===== config.mk =====
export PLATFORM = sky130hd
export DESIGN_NAME = ddrm_core
export DESIGN_NICKNAME = d
export VERILOG_FILES = /design/src/ddrm_pkg.sv /design/src/ddrm_core.sv
export VERILOG_INCLUDE_DIRS = /design/src
export SDC_FILE = /design/constraint.sdc
export NUM_CORES = 2
export LEC_CHECK = 0
export ABC_AREA = 1
export BUFFER_PORTS_ARGS = -buffer_cell sky130_fd_sc_hd__buf_2
export CELL_PAD_IN_SITES_DETAIL_PLACEMENT = 1
export CELL_PAD_IN_SITES_GLOBAL_PLACEMENT = 1
export CORE_ASPECT_RATIO = 1.1
export CORE_MARGIN = 5
export CORE_UTILIZATION = 35
export CTS_CLUSTER_DIAMETER = 60
export DETAILED_ROUTE_END_ITERATION = 6
export PLACE_DENSITY = 0.72
export SETUP_SLACK_MARGIN = 0.1
export SYNTH_ARGS = -nofsm -noshare
export SYNTH_HDL_FRONTEND = slang
export SYNTH_SLANG_ARGS = --single-unit
export TNS_END_PERCENT = 1

===== constraint.sdc =====
create_clock -name I_CLK_SYS -period 5.4 [get_ports I_CLK_SYS]
set_input_delay 0 -clock I_CLK_SYS [delete_from_list [all_inputs] [get_ports I_CLK_SYS]]
set_output_delay 0 -clock I_CLK_SYS [all_outputs]
set_load 0.02 [all_outputs]

===== src/ddrm_defines.svh =====
/*
 Constants of the DDR SDRAM device model: register map, mode register
 fields and codes, and cycle counts. Assumes inclusion by bare name.
*/
`ifndef DDRM_DEFINES_SVH
`define DDRM_DEFINES_SVH
`define DDRM_OFF_CTRL 8'h00
`define DDRM_OFF_MODE 8'h04
`define DDRM_OFF_EMODE 8'h08
`define DDRM_OFF_STAT 8'h0C
`define DDRM_CTRL_RST 1'h1
`define DDRM_MR_BL 2:0
`define DDRM_MR_BT 3
`define DDRM_MR_CL 6:4
`define DDRM_MR_OP 13:7
`define DDRM_MR_DLLRST 8
`define DDRM_OP_NORMAL 7'h00
`define DDRM_OP_DLLRST 7'h02
`define DDRM_CL2 3'h2
`define DDRM_CL25 3'h6
`define DDRM_CL2_HALF 3'h4
`define DDRM_CL25_HALF 3'h5
`define DDRM_BA_MR 2'h0
`define DDRM_BA_EMR 2'h1
`define DDRM_AP_BIT 10
`define DDRM_DLL_CYC 8'hC8
`define DDRM_ST_ERR 8
`endif


===== src/ddrm_pkg.sv =====
/*
 Types of the DDR SDRAM device model: the decoded command set.
 Assumes nothing beyond a SystemVerilog compiler.
*/
package ddrm_pkg;
	typedef enum logic [2:0] {
		CMD_NOP, CMD_ACT, CMD_RD, CMD_WR, CMD_PRE, CMD_REF, CMD_LMR, CMD_BST
	} ddrm_cmd_e;
endpackage


===== src/ddrm_core.sv =====
/*
 DDR SDRAM device model: command decoder, bank rows, mode registers,
 double-rate read launch and strobe-captured writes, APB status port.
 Assumes every DDR pin is asynchronous to I_CLK_SYS and that CK is slow enough
 (at least eight system clocks per half period) to be sampled.
*/
// Added by the designer: register access over APB and the placing of the registers.
`timescale 1ns/1ps
`include "ddrm_defines.svh"
module ddrm_core #(
	parameter int COL_W = 4,
	parameter int LANES = 2
) (
	// System
	input wire logic I_CLK_SYS,
	input wire logic I_RST_N,
	// APB
	input wire logic I_PSEL,
	input wire logic I_PENABLE,
	input wire logic I_PWRITE,
	input wire logic [7:0] I_PADDR,
	input wire logic [31:0] I_PWDATA,
	output logic [31:0] O_PRDATA,
	output logic O_PREADY,
	output logic O_PSLVERR,
	// Clock and command pins
	input wire logic I_CK,
	input wire logic I_CKE,
	input wire logic I_CS_N,
	input wire logic I_RAS_N,
	input wire logic I_CAS_N,
	input wire logic I_WE_N,
	input wire logic [1:0] I_BA,
	input wire logic [13:0] I_A,
	// Data pins
	input wire logic [8*LANES-1:0] I_DQ,
	output logic [8*LANES-1:0] O_DQ,
	output logic O_DQ_OE,
	input wire logic [LANES-1:0] I_DQS,
	output logic [LANES-1:0] O_DQS,
	output logic [LANES-1:0] O_DQS_OE,
	input wire logic [LANES-1:0] I_DM
);
	localparam int DW = 8 * LANES;
	localparam int PW = 22 + DW + 2 * LANES;
	logic [PW-1:0] in_m_r, in_s_r;
	logic ck_s, cke_s, cs_n_s, ras_n_s, cas_n_s, we_n_s, ck_d_r;
	logic [1:0] ba_s;
	logic [13:0] a_s;
	logic [DW-1:0] dq_s;
	logic [LANES-1:0] dqs_s, dm_s, dqs_d_r;
	logic ck_rise, ck_edge, ck_fall;
	ddrm_pkg::ddrm_cmd_e cmd;
	logic ctrl_en_r, err_r;
	logic [13:0] mode_r, emode_r;
	logic [3:0] open_r;
	logic [13:0] row_r [4];
	logic [7:0] dll_cnt_r;
	logic [1:0] rd_bank_r, wr_bank_r;
	logic [COL_W-1:0] rd_col_r, wr_col_r, rd_a0, rd_a1;
	logic [2:0] rd_wait_r;
	logic [3:0] rd_idx_r, bl_len;
	logic rd_on_r, rd_post_r, wr_go, stat_wr;
	logic [DW-1:0] rd_lo, rd_hi, hold_r;
	logic [LANES-1:0] wr_act;
	logic [31:0] rdata;
	logic hit;

	// Every DDR pin passes two flops; the first stage feeds only the second
	always_ff @(posedge I_CLK_SYS or negedge I_RST_N) begin
		if (!I_RST_N) begin
			in_m_r <= '0;
			in_s_r <= '0;
		end else begin
			in_m_r <= {I_CK, I_CKE, I_CS_N, I_RAS_N, I_CAS_N, I_WE_N, I_BA, I_A, I_DQ, I_DQS, I_DM};
			in_s_r <= in_m_r;
		end
	end
	assign {ck_s, cke_s, cs_n_s, ras_n_s, cas_n_s, we_n_s, ba_s, a_s, dq_s, dqs_s, dm_s} = in_s_r;

	always_ff @(posedge I_CLK_SYS or negedge I_RST_N) begin
		if (!I_RST_N) begin
			ck_d_r <= 1'b0;
			dqs_d_r <= '0;
		end else begin
			ck_d_r <= ck_s;
			dqs_d_r <= dqs_s;
		end
	end
	assign ck_rise = ck_s & ~ck_d_r;
	assign ck_fall = ~ck_s & ck_d_r;
	assign ck_edge = ck_rise | ck_fall;

	// Commands count only at a CK rise with CKE high and the block enabled
	always_comb begin
		cmd = ddrm_pkg::CMD_NOP;
		if (ck_rise && cke_s && ctrl_en_r && !cs_n_s) begin
			unique case ({ras_n_s, cas_n_s, we_n_s})
				3'h3: cmd = ddrm_pkg::CMD_ACT;
				3'h5: cmd = ddrm_pkg::CMD_RD;
				3'h4: cmd = ddrm_pkg::CMD_WR;
				3'h2: cmd = ddrm_pkg::CMD_PRE;
				3'h1: cmd = ddrm_pkg::CMD_REF;
				3'h0: cmd = ddrm_pkg::CMD_LMR;
				3'h6: cmd = ddrm_pkg::CMD_BST;
				3'h7: cmd = ddrm_pkg::CMD_NOP;
			endcase
		end
	end

	// Bank rows; accesses to a closed bank are dropped
	always_ff @(posedge I_CLK_SYS or negedge I_RST_N) begin
		if (!I_RST_N) begin
			open_r <= '0;
			for (int i = 0; i < 4; i++) row_r[i] <= '0;
		end else if (cmd == ddrm_pkg::CMD_ACT) begin
			open_r[ba_s] <= 1'b1;
			row_r[ba_s] <= a_s;
		end else if (cmd == ddrm_pkg::CMD_PRE) begin
			if (a_s[`DDRM_AP_BIT])
				open_r <= '0;
			else
				open_r[ba_s] <= 1'b0;
		end
	end

	// Mode registers; DLL-reset bit is dropped one cycle after it lands
	always_ff @(posedge I_CLK_SYS or negedge I_RST_N) begin
		if (!I_RST_N) begin
			mode_r <= '0;
			emode_r <= '0;
		end else if (cmd == ddrm_pkg::CMD_LMR && ba_s == `DDRM_BA_MR) begin
			mode_r <= a_s;
		end else if (cmd == ddrm_pkg::CMD_LMR && ba_s == `DDRM_BA_EMR) begin
			emode_r <= a_s;
		end else begin
			mode_r[`DDRM_MR_DLLRST] <= 1'b0;
		end
	end

	// DLL lock counter and reserved-mode flag (set wins over clear)
	always_ff @(posedge I_CLK_SYS or negedge I_RST_N) begin
		if (!I_RST_N) begin
			dll_cnt_r <= '0;
			err_r <= 1'b0;
		end else begin
			if (cmd == ddrm_pkg::CMD_LMR && ba_s == `DDRM_BA_MR
					&& a_s[`DDRM_MR_OP] == `DDRM_OP_DLLRST)
				dll_cnt_r <= '0;
			else if (ck_rise && dll_cnt_r != `DDRM_DLL_CYC)
				dll_cnt_r <= dll_cnt_r + 8'h1;
			if (cmd == ddrm_pkg::CMD_LMR && ba_s == `DDRM_BA_MR
					&& a_s[`DDRM_MR_OP] != `DDRM_OP_NORMAL
					&& a_s[`DDRM_MR_OP] != `DDRM_OP_DLLRST)
				err_r <= 1'b1;
			else if (stat_wr && I_PWDATA[`DDRM_ST_ERR])
				err_r <= 1'b0;
		end
	end

	// Burst length in words; reserved codes are not meaningful
	assign bl_len = 4'(1) << mode_r[1:0];

	function automatic logic [COL_W-1:0] col_of(input logic [COL_W-1:0] s,
			input logic [3:0] k, input logic [1:0] sh, input logic itl);
		logic [COL_W-1:0] m;
		logic [COL_W-1:0] o;
		m = COL_W'((4'(1) << sh) - 4'(1));
		o = itl ? (s ^ COL_W'(k)) : (s + COL_W'(k));
		return (s & ~m) | (o & m);
	endfunction

	// Start column of each burst
	always_ff @(posedge I_CLK_SYS or negedge I_RST_N) begin
		if (!I_RST_N) begin
			rd_bank_r <= '0;
			rd_col_r <= '0;
			wr_bank_r <= '0;
			wr_col_r <= '0;
		end else if (cmd == ddrm_pkg::CMD_RD && open_r[ba_s]) begin
			rd_bank_r <= ba_s;
			rd_col_r <= a_s[COL_W-1:0];
		end else if (wr_go) begin
			wr_bank_r <= ba_s;
			wr_col_r <= a_s[COL_W-1:0];
		end
	end
	assign wr_go = (cmd == ddrm_pkg::CMD_WR) && open_r[ba_s];

	assign rd_a0 = col_of(rd_col_r, rd_idx_r, mode_r[1:0], mode_r[`DDRM_MR_BT]);
	assign rd_a1 = col_of(rd_col_r, rd_idx_r + 4'h1, mode_r[1:0], mode_r[`DDRM_MR_BT]);

	// Per byte lane: storage, strobe-captured writes, read fetch
	for (genvar b = 0; b < LANES; b++) begin : g_lane
		logic [7:0] mem_r [4 << COL_W];
		logic [3:0] idx_r;
		logic act_r;
		logic [COL_W-1:0] wa;
		logic stb;
		assign stb = dqs_s[b] ^ dqs_d_r[b];
		assign wa = col_of(wr_col_r, idx_r, mode_r[1:0], mode_r[`DDRM_MR_BT]);
		assign wr_act[b] = act_r;
		always_ff @(posedge I_CLK_SYS or negedge I_RST_N) begin
			if (!I_RST_N) begin
				idx_r <= '0;
				act_r <= 1'b0;
			end else if (wr_go) begin
				idx_r <= '0;
				act_r <= 1'b1;
			end else if (act_r && stb) begin
				idx_r <= idx_r + 4'h1;
				act_r <= (idx_r + 4'h1) != bl_len;
			end
		end
		// Row bits do not reach the array, so rows alias: a small model
		always_ff @(posedge I_CLK_SYS) begin
			if (act_r && stb && !dm_s[b])
				mem_r[{wr_bank_r, wa}] <= dq_s[8*b +: 8];
		end
		assign rd_lo[8*b +: 8] = mem_r[{rd_bank_r, rd_a0}];
		assign rd_hi[8*b +: 8] = mem_r[{rd_bank_r, rd_a1}];
	end

	// Read launch: count CK half periods, then one word per CK edge
	always_ff @(posedge I_CLK_SYS or negedge I_RST_N) begin
		if (!I_RST_N) begin
			rd_wait_r <= '0;
			rd_idx_r <= '0;
			rd_on_r <= 1'b0;
			rd_post_r <= 1'b0;
			hold_r <= '0;
			O_DQ <= '0;
			O_DQ_OE <= 1'b0;
			O_DQS <= '0;
			O_DQS_OE <= '0;
		end else if (cmd == ddrm_pkg::CMD_RD && open_r[ba_s]) begin
			rd_wait_r <= (mode_r[`DDRM_MR_CL] == `DDRM_CL25) ? `DDRM_CL25_HALF
				: `DDRM_CL2_HALF;
			rd_idx_r <= '0;
			rd_on_r <= 1'b0;
			// A restart drops the interrupted burst so stale data is not driven
			O_DQ_OE <= 1'b0;
		end else if (ck_edge) begin
			if (rd_wait_r > 3'h1) begin
				rd_wait_r <= rd_wait_r - 3'h1;
				if (rd_wait_r == 3'h2) begin
					O_DQS_OE <= '1;
					O_DQS <= '0;
				end
			end else if (rd_wait_r == 3'h1 || (rd_on_r && rd_idx_r != bl_len)) begin
				rd_wait_r <= '0;
				rd_on_r <= 1'b1;
				rd_idx_r <= rd_idx_r + 4'h1;
				O_DQ_OE <= 1'b1;
				O_DQS <= {LANES{~rd_idx_r[0]}};
				if (!rd_idx_r[0]) begin
					O_DQ <= rd_lo;
					hold_r <= rd_hi;
				end else begin
					O_DQ <= hold_r;
				end
			end else if (rd_on_r) begin
				rd_on_r <= 1'b0;
				rd_post_r <= 1'b1;
				O_DQ_OE <= 1'b0;
				O_DQS <= '0;
			end else if (rd_post_r) begin
				rd_post_r <= 1'b0;
				O_DQS_OE <= '0;
			end
		end
	end

	// APB slave: zero wait, read data registered in the setup cycle
	assign hit = I_PADDR == `DDRM_OFF_CTRL || I_PADDR == `DDRM_OFF_MODE
		|| I_PADDR == `DDRM_OFF_EMODE || I_PADDR == `DDRM_OFF_STAT;
	assign stat_wr = I_PSEL && I_PENABLE && I_PWRITE && I_PADDR == `DDRM_OFF_STAT;
	assign O_PREADY = 1'b1;
	assign O_PSLVERR = I_PSEL && I_PENABLE && !hit;

	always_comb begin
		rdata = '0;
		unique case (I_PADDR)
			`DDRM_OFF_CTRL: rdata = {31'h0, ctrl_en_r};
			`DDRM_OFF_MODE: rdata = {18'h0, mode_r};
			`DDRM_OFF_EMODE: rdata = {18'h0, emode_r};
			`DDRM_OFF_STAT: rdata = {dll_cnt_r, 15'h0, err_r, 1'h0,
				dll_cnt_r == `DDRM_DLL_CYC, |wr_act, rd_on_r | (rd_wait_r != 3'h0), open_r};
			default: rdata = '0;
		endcase
	end

	always_ff @(posedge I_CLK_SYS or negedge I_RST_N) begin
		if (!I_RST_N) begin
			O_PRDATA <= '0;
			ctrl_en_r <= `DDRM_CTRL_RST;
		end else begin
			if (I_PSEL && !I_PENABLE)
				O_PRDATA <= rdata;
			if (I_PSEL && I_PENABLE && I_PWRITE && I_PADDR == `DDRM_OFF_CTRL)
				ctrl_en_r <= I_PWDATA[0];
		end
	end
endmodule // ddrm_core


Word level (Yosys, flattened, before mapping)
Memories as Yosys holds them, arrays and structs flattened. A register that Yosys moved wholly into a read port is not among the register bits.
Index checks and enable logic that the tools add are counted.
Widths: inputs -> output; s select.
{"block": "classes", "reduce_logical": 62, "n_mux": 60, "shift": 1, "bitwise_logic": 31, "n_lt_le_gt_ge": 3, "n_eq_ne": 24, "addsub": 10}
{"op": "$pmux 32 s4", "count": 1}
{"op": "$mux 4", "count": 15}
{"op": "$and 4x4->4", "count": 7}
{"op": "$mux 1", "count": 25}
{"op": "$logic_and 1x1->1", "count": 24}
{"op": "$or 4x4->4", "count": 5}
{"op": "$mux 2", "count": 9}
{"op": "$add 4x4->4", "count": 4}
{"op": "$eq 8x4->1 const B", "count": 2}
{"op": "$mux 16", "count": 1}
{"op": "$mux 8", "count": 2}
{"op": "$reduce_bool 2->1", "count": 8}
{"op": "$xor 4x4->4", "count": 4}
{"op": "$mux 3", "count": 5}
{"op": "$add 4x1->4 const B", "count": 3}
{"op": "$ne 4x4->1", "count": 3}
{"op": "$reduce_and 4->1", "count": 3}
{"op": "$reduce_bool 3->1", "count": 4}
{"op": "$eq 3x2->1 const B", "count": 3}
{"op": "$eq 3x3->1 const B", "count": 3}
{"op": "$add 8x1->8 const B", "count": 1}
{"op": "$eq 8x3->1 const B", "count": 1}
{"op": "$eq 8x8->1 const B", "count": 1}
{"op": "$logic_not 8->1", "count": 1}
{"op": "29 further kinds", "count": 56}
{"block": "word_totals", "memories": 3, "regBits": 213, "wordCells": 222, "romBits": 24, "inputBits": 87, "mem_bits_rw": 1024, "output_inout_bits": 55}
{"name": "g_lane[0].mem_r", "words": 64, "width": 8, "read_ports": 2, "rd_ports_with_merged_regs": 1, "write_ports": 1, "line": "ddrm_core.sv:195", "source": "logic [7:0] mem_r [4 << COL_W];"}
{"name": "g_lane[1].mem_r", "words": 64, "width": 8, "read_ports": 2, "rd_ports_with_merged_regs": 1, "write_ports": 1, "line": "ddrm_core.sv:195"}
{"name": "(no name shown)", "words": 8, "width": 3, "read_ports": 1, "rd_ports_with_merged_regs": 0, "write_ports": 0, "line": "ddrm_core.sv:98", "source": "unique case ({ras_n_s, cas_n_s, we_n_s})"}

Longest topological paths before layout
{"block": "logic_depth", "ltp_word": 11, "depth_mapped": 20, "depth_no_buf": 17}

Worst setup path before layout
Ideal clock, no wire load.
{"block": "synth_path", "path_kind": "reg2reg", "start": "reg rd_idx_r[0]", "end": "reg hold_r[0] (read register of g_lane[0].mem_r)", "stages_incl_launch_ff": 21, "required_ns": 5.284, "path_slack_ns": 2.576, "setup_time_ns": 0.116, "period_less_slack_ns": 2.824, "n_path_buf": 3, "arrival_time_ns": 2.708, "path_cell_list": "dfrtp_1 inv_2 buf_1 ha_1 inv_1 fa_1 inv_1 nand2_1 nand3_1 nand2_2 inv_2 buf_2 buf_2 o211ai_1 nand3_1 nand3_1 nand3_1 nand3_1 nand2_1 nand2_1 nand2_1"}
{"block": "synth_via", "elab_chain_cells": 5, "elab_cells_between_ends": 11, "cone_classes": "2 x add/sub; 1 x eq/ne; 1 x mux; 4 x bitwise; 3 x reduce/logical"}
{"element": "start, declared", "line": "ddrm_core.sv:62", "source": "logic [3:0] rd_idx_r, bl_len;"}
{"element": "start signal, assigned", "line": "ddrm_core.sv:253", "source": "rd_idx_r <= rd_idx_r + 4'h1;"}
{"element": "$add 4x1->4", "line": "ddrm_core.sv:191", "source": "assign rd_a1 = col_of(rd_col_r, rd_idx_r + 4'h1, mode_r[1:0], mode_r[`DDRM_MR_BT]);"}
{"element": "$add 4x4->4 / $xor 4x4->4 (equally long branches)", "line": "ddrm_core.sv:169", "source": "o = itl ? (s ^ COL_W'(k)) : (s + COL_W'(k));"}
{"element": "$mux 4", "line": "ddrm_core.sv:169"}
{"element": "$and 4x4->4", "line": "ddrm_core.sv:170", "source": "return (s & ~m) | (o & m);"}
{"element": "$or 4x4->4", "line": "ddrm_core.sv:170"}
{"element": "end, declared", "line": "ddrm_core.sv:64", "source": "logic [DW-1:0] rd_lo, rd_hi, hold_r;"}
Several ways; a longest one is shown, not always the timed one.
A chain may end at the register's enable or synchronous reset.

Worst setup path after layout
{"block": "layout_path", "start": "reg rd_idx_r[1]", "end": "reg hold_r[6] (read register of g_lane[0].mem_r)"}
The elaborated chain is that of the path after synthesis.

==> results.txt <==
- Switch share: 23.3%
- Num CTS Buffers: 133
- Number of cell rows: 164
- Initial DRT Pass Iterations: 5
* Total wire length: 237000 um
- During placement, the flow inserted port buffers numbering 100.
- Post-route clock skew: 0.0316 ns
* Maximum number of pins on one net before global-route repair: 129
- Slew at the pin with the worst max-slew slack: 1.22 ns
- Residual overflow from global routing: 0
- CTS tree: done
* Post-route clock period utilization: 75.1%
* Cell internal power dissipation: 16.0 mW
- Wire length of the first global-routing pass: 351000 um
- CTS placed an instance of clkbuf_16 at the clock tree root.
* R2R cell count: 17
- Final Power: 20.8 mW
* Post-CTS Setup Repair Bufs: 0
* Weighted congestion reported at the end of routability-driven placement: 0.859
- Synthesis produced a netlist whose cell count is 7324.
- DRC violation count after routing: 0
- Pin placement for this block handled 142 I/O pins.
- Unique cell type count in the Yosys netlist: 40
- In this run, the number of DRC markers left after iteration 0 of detailed routing was 5264.
- In this run the biggest area consumer among cell types represents 48.3% of the synthesized area.
* Number of maximum-capacitance constraint violations: 0
- Once layout is complete, the utilization of the core stands at 39.6%.
- Detailed placement finished with a half-perimeter wire length of 139000 um.
- Count of endpoints failing setup in the final report: 0
- The worst pin sits at a relative slew slack of 18.3%.
* Required time of the critical path: 6.07 ns
* Routed len/inst: 24.1 um
- After floorplanning, the core was sized to cover 0.181 mm2.
- After clock tree synthesis, the clock-pin slew on the worst setup and hold paths is 0.07 ns.
- Mean post-synth cell area: 8.70 um2
* Clock latency at the later pin of the worst-skew pair: 0.78 ns
* Die footprint: 0.191 mm2
- Cell type contributing the most total cell area after synthesis: edfxtp_1
- Number of sinks handled by clock tree synthesis: 1241
* Critical path data arrival time: 4.72 ns
- The mapped netlist covers 0.0637 mm2.
* Total number of vias: 54900
- Synth-to-Final Area Change: 12.9%
- Most area-consuming cells after synthesis: edfxtp_1 48%, nand3_1 14%, nand2_1 11%, dfrtp_1 8.5%, inv_1 6.6%
- After clock tree synthesis, the flow added hold-fix buffers numbering 101.
- Counting flops and latches in the post-synthesis netlist gives 1241.
- Via count of the first global-routing pass: 57600
- Combinational cells account for 5.1% of the total power.
- The worst-case IR drop observed on VDD is 0.000330 V.
* Final hold violations: 0
- CTS built an H-tree with a depth of 4.
- The number of gates resized after CTS was 0.
* Final antenna-violating net count: 0
- Total net switching power: 4.86 mW
* Portion of total power attributed to the clock network: 43.5%
- # fillers: 21100
- The max-slew violation total from the final report came to 0.
- The worst setup path is of the register to register kind.
* Power Dens Cells: 290 mW/mm2
* Element type at the critical path end: register
* Worst Hold Path Cells: 5
- Layout cell share with drive strength beyond 1: 6.47%
* Unrepaired setup endpoints after global routing: false
* Post-layout min period: 4.06 ns
* Startpoint of the most critical register-to-register path: rd_idx_r[1]
* Vias per cell: 5.59
- Critical path peak fanout: 57
* Lkg Pwr: 30.3 nW
* Worst Hold Class: primary input to register
- The flow ran to the end, and the final reports show no timing, DRC or antenna violations.
- The worst hold path begins at I_PADDR[0].
- Synthesis warning total: 0
- STA classifies the critical path startpoint as a register.
- Tot GR Track Use: 24.1%
- Initial Utilization: 35.1%
- Summed over all failing endpoints, the final setup total negative slack is 0 ns.
- In this run the worst setup path begins at rd_idx_r[1].
- For this run, the post-layout net count is 7437.
- Measured along the y axis, the die boundary spans 457 um.
* Power share of the sequential group: 51.4%
* Clk buf depth: 3
- Static timing analysis puts the maximum clock frequency at 247 MHz.
- The die is 417 um wide.
* Antenna violations before repair: 4
- Sequential cells were found to cover 56.8% of the synthesized design area.
## worst max-delay path, stage by stage (launching register included)
cell     delay, ns
dfrtp_1       0.44
ha_1          0.33
inv_1         0.07
fa_1          0.47
inv_1         0.04
nand2_1       0.04
nand3_1       0.18
nand2_8       0.44
buf_4         0.72
a21oi_1       0.07
o21ai_0       0.11
nand3_1       0.14
nand3_1       0.13
nand3_1       0.28
nand3_1       0.24
nand2_1       0.08
nand2_1       0.06
nand2_1       0.05
## routing by layer
metal	up-vias	part of all wire [%]	track usage (%)
met1	27600	39	29.9
met3	672	6.9	3.29
met2	2315	48	40.8
met4	0	5.4	12.4
li1	24300	-	-
met5	-	0	0
## cell families (layout without fill, tap and decap cells)
logic type	after synthesis	count (layout)	share of synthesized area (%)
compound gates	482	482	5.04
xor+xnor	20	20	0.275
fa+ha+maj	26	26	0.558
buf+inv	1612	1697	10.2
flops	1241	1241	56.8
mux	6	6	0.106
other cells	2	13	0.0118
simple gates	3935	3935	27.0
## final timing paths
check / to / slack, ns
worst min register to register: in_s_r[39] / 0.34
worst max-delay path: hold_r[6] / 1.34
max in group asynchronous: in_s_r[7] / 4.34
min in group asynchronous: ctrl_en_r / 0.35
worst min-delay path: O_PRDATA[26] / 0.21
worst max register to register: hold_r[6] / 1.34
## registers in the layout, summed over array words and instances (netlist names), 2 cells and up
name          flops
g_lane.mem_r   1024
O_PRDATA         22
in_m_r           42
g_lane.idx_r      8
open_r            4
mode_r           14
emode_r          14
wr_col_r          4
rd_wait_r         3
O_DQ             16
rd_col_r          4
dll_cnt_r         8
dqs_d_r           2
wr_bank_r         2
rd_idx_r          4
g_lane.act_r      2
hold_r           16
in_s_r           42
rd_bank_r         2
## metrics by stage
step	std cells	cell area [um2]	hold WS [ns]	setup WS, ns
final	9827	71900	0.210	1.34
after global routing	9825	71900	0.207	1.16
after CTS	9825	71900	0.0983	1.38
after detailed placement	9495	66700	0.109	1.40
after global placement	9495	66700	0.108	1.41
after floorplan	7333	63700	-0.296	2.58
## area by class of cell
| class | instances | area (um2) | share of cell area [%] |
|---|---|---|---|
| Clock inverter | 49 | 458 | 0.637 |
| Timing Repair Buffer | 346 | 3170 | 4.40 |
| Tap cell | 2407 | 3010 | 4.19 |
| Clock buffer | 180 | 3700 | 5.15 |
| Sequential cell | 1241 | 36200 | 50.3 |
| Inverter | 1122 | 4230 | 5.88 |
| Antenna cell | 2 | 5.00 | 0.00696 |
| Multi-Input combinational cell | 4480 | 21100 | 29.4 |
## layout by cell type (no fill, tap or decap), types with 44 or more instances in the layout
cell,synthesis,layout
nand3_1,1845,1845
clkbuf_16,0,139
nand2_1,1841,1837
dfrtp_1,216,198
o211ai_1,273,273
dlygate4sd3_1,0,100
a21oi_1,44,44
buf_2,300,99
buf_4,26,102
edfxtp_1,1024,1024
o21ai_0,121,121
nor2_1,203,202
inv_1,1114,1110
## synthesized netlist by cell type
master and n:
nor2_4 1, o211ai_1 273, clkinv_1 2, xor2_1 13, a31oi_1 9, a221oi_1 7
o2111ai_1 2, dfstp_2 1, nor3b_1 1, nand2_2 7, a21o_1 1, nand4_1 4
o21ai_0 121, nor3_1 23, xnor2_1 7, o2111ai_2 1, inv_1 1114, dfrtp_1 216
edfxtp_1 1024, nand3b_1 1, o31ai_1 11, nor4_1 3, mux2_2 6, nand2_1 1841
buf_1 41, or2_2 1, nor2_1 203, buf_2 300, clkbuf_1 123, conb_1 2
a22o_1 6, nor2_2 4, nand3_1 1845, nand2_4 1, fa_1 4, o22ai_1 7
ha_1 22, a21oi_1 44, inv_2 6, buf_4 26
## power groups by stage
| stage | Combinational, mW | Clock, mW | Sequential (mW) |
|---|---|---|---|
| after floorplan | 0.470 | 0 | 10.9 |
| after global placement | 0.942 | 0 | 10.9 |
| after detailed placement | 0.970 | 0 | 10.9 |
| after CTS | 1.03 | 9.16 | 10.7 |
| after global routing | 1.16 | 9.56 | 10.7 |
| final | 1.07 | 9.06 | 10.7 |
No activity file was read; power rests on OpenSTA's default activity.
